`config.mk`:
```
export PLATFORM = sky130hd
export DESIGN_NAME = t2cap_timer
export DESIGN_NICKNAME = d
export VERILOG_FILES = /design/src/t2cap_pkg.sv /design/src/t2cap_tick.sv /design/src/t2cap_timer.sv
export VERILOG_INCLUDE_DIRS = /design/src /design/src/src
export SDC_FILE = /design/constraint.sdc
export NUM_CORES = 1
export LEC_CHECK = 0
export BUFFER_PORTS_ARGS = -buffer_cell sky130_fd_sc_hd__buf_2
export CAP_MARGIN = 20
export CORE_ASPECT_RATIO = 0.8
export CORE_MARGIN = 2
export CORE_UTILIZATION = 30
export CTS_BUF_LIST = sky130_fd_sc_hd__clkbuf_16
export CTS_CLUSTER_DIAMETER = 200
export DETAILED_ROUTE_END_ITERATION = 10
export PLACE_DENSITY = 0.45
export SYNTH_ARGS = -nofsm -noshare
export SYNTH_HDL_FRONTEND = slang
export SYNTH_SLANG_ARGS = --single-unit
export TNS_END_PERCENT = 30
```
`constraint.sdc`:
```
create_clock -name clk_sys -period 2.95 [get_ports clk_sys]
set_clock_uncertainty 0.05 [all_clocks]
set_input_delay 0.295 -clock clk_sys [delete_from_list [all_inputs] [get_ports clk_sys]]
set_output_delay 0.295 -clock clk_sys [all_outputs]
set_load 0.05 [all_outputs]
```
`src/t2cap_map.svh`:
```
`ifndef T2CAP_MAP_SVH
`define T2CAP_MAP_SVH
// Function
// - Capture mode counts system clock, clock/12 or external falling edges
// - Capture copies count to reload, sets high flag
// - Capture on falling edge of synchronised external/8
// - Low select and capture enable: count every clock
// - High flag set on high byte rollover
// - Overflow flags cleared only by software write
// - Split mode: run gates high byte only
// - Low interrupt enable adds low-byte overflow request

// =====================================================================
// Register addresses
`define T2CAP_ADDR_CTRL 8'hC8
`define T2CAP_ADDR_RLL 8'hCA
`define T2CAP_ADDR_RLH 8'hCB
`define T2CAP_ADDR_CNTL 8'hCC
`define T2CAP_ADDR_CNTH 8'hCD
// =====================================================================
// Control register fields and reset value
`define T2CAP_HIGH_FLAG 7
`define T2CAP_LOW_FLAG 6
`define T2CAP_LOW_IRQ_EN 5
`define T2CAP_CAPTURE_EN 4
`define T2CAP_SPLIT 3
`define T2CAP_RUN 2
`define T2CAP_EXT_SEL 0
`define T2CAP_CTRL_RESET 8'h00
`define T2CAP_BYTE_MAX 8'hFF
// =====================================================================
// Timing counts
`define T2CAP_DIV12_LAST 4'hB
`endif

```
`src/t2cap_pkg.sv`:
```
package t2cap_pkg;
    typedef enum logic [2:0] {
        T2CAP_SRC_SYS = 3'h1,
        T2CAP_SRC_DIV12 = 3'h2,
        T2CAP_SRC_EXT = 3'h4
    } t2cap_src_t;
endpackage

```
`src/t2cap_tick.sv`:
```
`timescale 1ns/10ps
`include "t2cap_map.svh"
module t2cap_tick
    import t2cap_pkg::*;
(
    input wire logic clk_sys,
    input wire logic reset,
    input wire logic ext_clk_div8,
    output logic div12_tick,
    output logic ext_fall_tick
);
    logic [3:0] div_q;
    logic sync1_q;
    logic sync2_q;
    logic sync3_q;

    // =================================================================
    // Divider and synchroniser
    always_ff @(posedge clk_sys) begin
        if (reset) begin
            div_q <= 4'h0;
            sync1_q <= 1'b0;
            sync2_q <= 1'b0;
            sync3_q <= 1'b0;
        end else begin
            div_q <= (div_q == `T2CAP_DIV12_LAST) ? 4'h0 : div_q + 4'h1;
            sync1_q <= ext_clk_div8;
            sync2_q <= sync1_q;
            sync3_q <= sync2_q;
        end
    end

    assign div12_tick = (div_q == `T2CAP_DIV12_LAST);
    assign ext_fall_tick = sync3_q & ~sync2_q;
endmodule

```
`src/t2cap_timer.sv`:
```
`timescale 1ns/10ps
`include "t2cap_map.svh"
module t2cap_timer
    import t2cap_pkg::*;
(
    input wire logic clk_sys,
    input wire logic reset,
    input wire logic [7:0] sfr_addr,
    input wire logic sfr_wr,
    input wire logic [7:0] sfr_wdata,
    output logic [7:0] sfr_rdata,
    input wire logic low_byte_clock_select,
    input wire logic high_byte_clock_select,
    input wire logic timer_irq_enable,
    input wire logic ext_clk_div8,
    output logic timer2_irq
);
    logic [7:0] ctrl_q;
    logic [7:0] cnt_low_q;
    logic [7:0] cnt_high_q;
    logic [7:0] rl_low_q;
    logic [7:0] rl_high_q;
    logic [7:0] rdata_q;
    logic high_flag_q;
    logic low_flag_q;
    logic div12_tick;
    logic ext_fall_tick;

    t2cap_tick u_tick (
        .clk_sys(clk_sys),
        .reset(reset),
        .ext_clk_div8(ext_clk_div8),
        .div12_tick(div12_tick),
        .ext_fall_tick(ext_fall_tick)
    );

    // =================================================================
    // Field and address decode
    wire low_irq_en = ctrl_q[`T2CAP_LOW_IRQ_EN];
    wire capture_en = ctrl_q[`T2CAP_CAPTURE_EN];
    wire split = ctrl_q[`T2CAP_SPLIT];
    wire run = ctrl_q[`T2CAP_RUN];
    wire ext_sel = ctrl_q[`T2CAP_EXT_SEL];
    wire wr_ctrl = sfr_wr & (sfr_addr == `T2CAP_ADDR_CTRL);
    wire wr_rll = sfr_wr & (sfr_addr == `T2CAP_ADDR_RLL);
    wire wr_rlh = sfr_wr & (sfr_addr == `T2CAP_ADDR_RLH);
    wire wr_cntl = sfr_wr & (sfr_addr == `T2CAP_ADDR_CNTL);
    wire wr_cnth = sfr_wr & (sfr_addr == `T2CAP_ADDR_CNTH);

    // =================================================================
    // Clock source selection
    // select zero defers to external select
    wire ext_or_div = ext_sel ? ext_fall_tick : div12_tick;
    t2cap_src_t low_src;
    assign low_src = low_byte_clock_select ? T2CAP_SRC_SYS :
        (ext_sel ? T2CAP_SRC_EXT : T2CAP_SRC_DIV12);
    wire low_pace = (low_src == T2CAP_SRC_SYS) | ext_or_div;
    wire high_pace = high_byte_clock_select | ext_or_div;
    // low byte always runs in split mode
    wire tick_low = low_pace & (split | run);
    wire low_wrap = tick_low & (cnt_low_q == `T2CAP_BYTE_MAX);
    wire tick_high = split ? (run & high_pace) : low_wrap;
    wire high_wrap = tick_high & (cnt_high_q == `T2CAP_BYTE_MAX);
    wire reload_full = ~split & ~capture_en & high_wrap;
    wire capture = capture_en & ext_fall_tick;

    // =================================================================
    // Next values
    wire [7:0] cnt_low_d = wr_cntl ? sfr_wdata :
        (reload_full | (split & low_wrap)) ? rl_low_q :
        tick_low ? cnt_low_q + 8'h01 : cnt_low_q;
    wire [7:0] cnt_high_d = wr_cnth ? sfr_wdata :
        (reload_full | (split & high_wrap)) ? rl_high_q :
        tick_high ? cnt_high_q + 8'h01 : cnt_high_q;
    wire [7:0] rl_low_d = capture ? cnt_low_q : (wr_rll ? sfr_wdata : rl_low_q);
    wire [7:0] rl_high_d = capture ? cnt_high_q : (wr_rlh ? sfr_wdata : rl_high_q);
    // high flag set wins over clear
    wire high_flag_d = high_wrap | capture |
        (wr_ctrl ? sfr_wdata[`T2CAP_HIGH_FLAG] : high_flag_q);
    wire low_flag_d = low_wrap | (wr_ctrl ? sfr_wdata[`T2CAP_LOW_FLAG] : low_flag_q);
    // control layout, bit one reads zero
    wire [7:0] ctrl_view = {high_flag_q, low_flag_q, ctrl_q[5:2], 1'b0, ctrl_q[0]};
    wire [7:0] rdata_d = (sfr_addr == `T2CAP_ADDR_CTRL) ? ctrl_view :
        (sfr_addr == `T2CAP_ADDR_RLL) ? rl_low_q :
        (sfr_addr == `T2CAP_ADDR_RLH) ? rl_high_q :
        (sfr_addr == `T2CAP_ADDR_CNTL) ? cnt_low_q :
        (sfr_addr == `T2CAP_ADDR_CNTH) ? cnt_high_q : 8'h00;

    // =================================================================
    // Registers
    always_ff @(posedge clk_sys) begin
        if (reset) begin
            ctrl_q <= `T2CAP_CTRL_RESET;
            high_flag_q <= 1'b0;
            low_flag_q <= 1'b0;
            cnt_low_q <= 8'h00;
            cnt_high_q <= 8'h00;
            rl_low_q <= 8'h00;
            rl_high_q <= 8'h00;
            rdata_q <= 8'h00;
        end else begin
            if (wr_ctrl) begin
                ctrl_q <= {2'b00, sfr_wdata[5:2], 1'b0, sfr_wdata[0]};
            end
            high_flag_q <= high_flag_d;
            low_flag_q <= low_flag_d;
            cnt_low_q <= cnt_low_d;
            cnt_high_q <= cnt_high_d;
            rl_low_q <= rl_low_d;
            rl_high_q <= rl_high_d;
            rdata_q <= rdata_d;
        end
    end

    assign sfr_rdata = rdata_q;
    assign timer2_irq = timer_irq_enable & (high_flag_q | (low_irq_en & low_flag_q));
endmodule

```
### Yosys cells after proc, flatten, opt, wreduce, memory -nomap -nowiden

Cells that the tools add are included.

* bitwise logic cells: 29
* $mul: 0
* $lt $le $gt $ge: 0
* reduce and logical (&&, ||, !) cells: 6
* add/subtract/negate cells: 3
* muxes and demuxes: 21
* divide/modulo/power cells: 0
* eq/ne operators: 9
* shift-type cells: 0

Operators with widths (count)
* $mux 8: 15
* $eq 8x8->1 const B: 7
* $and 1x1->1: 17
* $add 8x1->8 const B: 2
* $or 1x1->1: 9
* $mux 3: 2
* $reduce_bool 3->1: 2
* $add 4x1->4 const B: 1
* $eq 4x4->1 const B: 1
* $mux 1: 4
* $reduce_bool 2->1: 2
* $reduce_or 2->1: 2
* $eq 3x1->1 const B: 1
* $not 1->1: 3

* memories: 0
* flip-flop bits (word level): 54
* word-level logic and storage cells: 81
* memory bits (writable): 0
* latch bits: 0
* bits in read-only memories: 0
* input bits: 23

### Logic depth before layout (Yosys ltp)

* depth after elaboration: 12
* gate-level depth with buffers: 7
* gate-level depth less buffers: 6

### By module

From an unflattened synthesis, not the netlist that was laid out.

* cell total of the unflattened synthesis: 368
* area, all modules: 3134.3 µm²

Modules (own cells, without submodules)
* t2cap_timer: seq. area each 940.9 µm², cells each 345, area each 2866.5 µm², times used 1
* t2cap_tick: seq. area each 140.1 µm², cells each 23, area each 267.8 µm², times used 1

### Worst setup path after synthesis

Ideal clock, no wire load.

* path type: flip-flop to flip-flop
* start: reg u_tick.div_q[0]
* end: reg cnt_high_q[0]
* clock period less this slack: 2067 ps
* slack: 883 ps
* library setup time: 127 ps
* data arrival time: 1890 ps
* cell stages (with the launch flop): 8
* data required time: 2773 ps
* cells stage by stage: dfxtp_1 > ha_1 > nor4bb_2 > or4_1 > o211ai_1 > buf_6 > nor4_1 > or3_1

* cells in the longest elaborated chain, start to end: 11
* elaborated cells on any way between the ends: 15
* classes of those cells: eq/ne: 1; mux: 4; bitwise: 9; reduce/logical: 1

Ends and longest elaborated chain
* from (decl): line t2cap_tick.sv:12 `logic [3:0] div_q;`
* from (signal assigned): line t2cap_tick.sv:26 `` div_q <= (div_q == `T2CAP_DIV12_LAST) ? 4'h0 : div_q + 4'h1; ``
* $eq 4x4->1 (no line) *
* $mux 1 *: line t2cap_timer.sv:53 `wire ext_or_div = ext_sel ? ext_fall_tick : div12_tick;`
* $or 1x1->1: line t2cap_timer.sv:57 `wire low_pace = (low_src == T2CAP_SRC_SYS) | ext_or_div;`
* $and 1x1->1: line t2cap_timer.sv:60 `wire tick_low = low_pace & (split | run);`
* $and 1x1->1: line t2cap_timer.sv:61 `` wire low_wrap = tick_low & (cnt_low_q == `T2CAP_BYTE_MAX); ``
* $mux 1 *: line t2cap_timer.sv:62 `wire tick_high = split ? (run & high_pace) : low_wrap;`
* $and 1x1->1: line t2cap_timer.sv:63 `` wire high_wrap = tick_high & (cnt_high_q == `T2CAP_BYTE_MAX); ``
* $and 1x1->1 (on tied branches): line t2cap_timer.sv:64, t2cap_timer.sv:73
* $or 1x1->1: line t2cap_timer.sv:73 `(reload_full | (split & high_wrap)) ? rl_high_q :`
* $mux 8: line t2cap_timer.sv:73
* $mux 8: line t2cap_timer.sv:72 `wire [7:0] cnt_high_d = wr_cnth ? sfr_wdata :`
* to (signal assigned): line t2cap_timer.sv:108 `cnt_high_q <= cnt_high_d;`
* to (decl): line t2cap_timer.sv:20 `logic [7:0] cnt_high_q;`

Every way passes the cells marked *; elsewhere a longest branch is shown, timed or not.
A chain may end at the register's enable or synchronous reset.

### Final worst setup path

* start: reg u_tick.div_q[0]
* end: reg cnt_high_q[5]

Same word-level chain as after synthesis.

==> metrics.yaml <==
hold_path:
  min_path_type: "primary input to register"
  hold_start: "ext_clk_div8"
  holdPathEnd: "u_tick.sync1_q$_SDFF_PP0_"
  hold_depth: 2
power_and_ir_drop:
  p_int_uw: 1090
  comb_power_share_pct: 7.2
  p_leak_uw: 0.00137
  clockPowerShare_pct: 40.5
  seqPwrFrac_pct: 52.3
  p_per_area_nw_per_um2: 397
  ir_worst_vdd_mv: 0.202
  p_sw_uw: 359
  switching_share_pct: 24.8
final_layout:
  drive_above_1_share_pct: 19.5
  fin_nets: 431
  antenna_cells: 0
  fillerInstances: 1121
  area_growth_pct: 15.5
  design_area_sq_um: 3640
sta:
  drv_slew: 0
  hold_viol: 0
  fin_crit_sh_pct: 80.6
  finalSetupTns_ns: 0
  hold_ws_ns: 0.170
  worst_pin_slew_ns: 0.971
  setup_viol: 0
  rsz0062_at_grt: "no"
  fmax_ghz: 0.421
  slew_headroom_pct: 34.4
  final.min_clock_period_ns: 2.38
worst_setup_path:
  r2r_end: "cnt_high_q[5]$_SDFFE_PP0P_"
  crit_chain: "ha_1, nor4bb_2, or4_1, o211ai_1, buf_4, nor2_1, a221o_1"
  cp.required_ns: 3.08
  critical_path_class: "register to register"
  worstReg2RegStart: "u_tick.div_q[0]$_SDFF_PP0_"
  rrSetupSlack_ns: 0.57
  rr_worst_depth: 7
  start_kind: "register"
  max_stage_delay_ns: 0.48
  worstSetupEndpointType: "register"
  critPathTopFamily: "simple AND/OR/NAND/NOR gates"
  path_max_fanout: 7
  cp_num_buf_inv: 1
  cp.arrival_ns: 2.51
  critPathSlowestCell: "or4_1"
global_routing:
  grt_pass1_vias: 2933
  overflow: 0
  grt_max_degree: 36
  antenna_found_initial: 0
  grt_first_pass_wirelength_um: 16500
  grt_use_total_pct: 18.8
placed_design:
  gp_congestion: 0.886
  port_buffers: 31
  dp_hpwl_um: 7360
  place_area_sq_um: 3510
cts:
  insertion_delay_ns: 0.29
  cts.sinks: 54
  clockRootBuffer: "clkbuf_16"
  clock_path_buffers: 2
  cts_hold_buf: 0
  cts_tree: "yes"
  cts_setup_buffers: 0
  cts_inserted_buffers: 5
  cts-htree-levels: 2
  clk_pin_slew_worst_paths_ns: 0.07
  post_cts_resized: 0
synthesis:
  synth_edf_count: 0
  ys_seq_area_share_pct: 34.3
  synth_top_cell_area_share_pct: 34.3
  netlist_area_sq_um: 3150
  synth-seq-cells: 54
  synthArstFlopShare_pct: 0
  syn_nets: 399
  ys.flop_type: "dfxtp_1"
  yosysWarnings: 0
  synth.area.top_cells: "dfxtp_1 34%, nand2_1 5.4%, a311oi_1 5.0%"
  postSynthCellCount: 373
  synth_cell_type_count: 67
  avgSynthCellArea_sq_um: 8.46
  synth_area_leader_cell: "dfxtp_1"
routing:
  drt-vias-per-instance: 5.57
  drt_iter0_drc: 220
  drc: 0
  post_drt_wl_per_cell_um: 19.0
  vias: 3033
  wirelength_um: 10300
  first_pass_iters: 6
  ant_nets: 0
floorplanning:
  fp.coreArea_sq_um: 10200
  initial_core_util_pct: 30.8
  num_io_pins: 32
  fp-row-count: 33
  die-area_sq_um: 11400
  die_height_um: 95.7
  die_x_um: 119
run:
  drv_cap: 0
outcome:
  outcome: "completed"
==> stage by stage <==
step | std cells | utilization [%] | setup WS [ns] | total power, uW
3_3_place_gp | 538 | 34.2 | 0.607 | 876
4_1_cts | 545 | 35.6 | 0.558 | 1460
6_report | 545 | 35.6 | 0.574 | 1450
2_1_floorplan | 373 | - | 0.883 | 826
5_1_grt | 545 | 35.6 | 0.441 | 1500
3_5_place_dp | 538 | 34.2 | 0.579 | 878
==> layer usage <==
layer  wire length (um)  up-vias  global-route usage (%)
met5                  0        -                       0
met4                 93        0                    4.07
met3                468        9                    2.78
met2               4560       92                    31.1
met1               5230     1461                    26.1
li1                   -     1471                       -
==> layout make-up <==
class / instances / area [sq um] / area share, %
clock buffers: 5 / 125 / 3.43
well taps: 140 / 175 / 4.81
flip-flops and latches: 54 / 1080 / 29.7
repair buffers: 49 / 290 / 7.97
clock inverters: 2 / 11.3 / 0.309
multi-input cells: 282 / 1910 / 52.5
inverters: 13 / 48.8 / 1.34
==> cell usage in the layout, fill, tap and decap left out, types with 2 or more instances in the layout <==
cell       instances
a31oi_1            6
mux2i_1           11
a2111o_1           2
buf_2             31
or3_1              4
nor4_2             3
nor3_1            11
o41ai_2            3
o311ai_0           3
o22ai_1            2
nand2_1           45
nand4bb_1          2
clkbuf_16          5
buf_4             18
a222oi_1           2
nand3_1           30
o211ai_1           2
nand3b_1           4
mux2_2             2
nor4_1             5
dfxtp_1           54
xor2_1             2
inv_1             13
ha_1               3
a211oi_1           2
o21ai_0            8
nor2_1            29
or4_1              2
nand2b_1           2
a22oi_1           11
a211o_1            3
xnor2_1            5
nor4_4             2
nor2b_1            5
nor3b_1            4
a21o_1             2
and3_1             4
a311oi_1          18
a21oi_1           17
==> synthesized netlist by cell type (3+ instances only) <==
cell type and instances:
nor4_2 3, a311oi_1 18, ha_1 3, xnor2_1 5, nor4_1 5, inv_1 12, nor2b_1 5, o311ai_0 3
a31oi_1 6, buf_2 6, o41ai_2 3, a21oi_1 17, and3_1 4, nand3b_1 4, dfxtp_1 54, nor2_1 29
a22oi_1 11, mux2i_1 11, or3_1 4, clkbuf_1 14, nor3b_1 4, a211o_1 3, nand3_1 30, o21ai_0 8
nor3_1 11, nand2_1 45
==> power groups by stage <==
stage                     sequential [uW]  combinational, uW  clock (uW)
after floorplan                       764               62.3           0
after global placement                773                103           0
after detailed placement              773                105           0
after CTS                             756                105         596
after global routing                  759                114         627
final                                 756                104         585
==> how the worst max path moves through the flow <==
stage                               start  cells after the start                    endpoint  slack (ns)
6_report       u_tick.div_q[0]$_SDFF_PP0_                      7  cnt_high_q[5]$_SDFFE_PP0P_        0.57
5_1_grt        u_tick.div_q[0]$_SDFF_PP0_                      7  cnt_high_q[5]$_SDFFE_PP0P_        0.44
4_1_cts        u_tick.div_q[0]$_SDFF_PP0_                      7  cnt_high_q[5]$_SDFFE_PP0P_        0.56
3_5_place_dp   u_tick.div_q[0]$_SDFF_PP0_                      7  cnt_high_q[5]$_SDFFE_PP0P_        0.58
3_3_place_gp   u_tick.div_q[0]$_SDFF_PP0_                      7  cnt_high_q[5]$_SDFFE_PP0P_        0.61
2_1_floorplan  u_tick.div_q[0]$_SDFF_PP0_                      7  cnt_high_q[0]$_SDFFE_PP0P_        0.88
==> cell families after synthesis <==
kind of cell	after synthesis	share of synthesized area [%]
simple gates	166	30.2
compound gates	93	23.0
flops	54	34.3
buf+inv	37	5.12
mux	13	4.20
xor+xnor	7	1.94
fa+ha+maj	3	1.19
==> registers in the layout, summed over array words and instances (netlist names) <==
name	cells
cnt_high_q	8
cnt_low_q	8
rl_high_q	8
rl_low_q	8
sfr_rdata	8
ctrl_q	5
u_tick.div_q	4
high_flag_q	1
low_flag_q	1
u_tick.sync1_q	1
u_tick.sync2_q	1
u_tick.sync3_q	1
(Power assumes the default switching activity.)
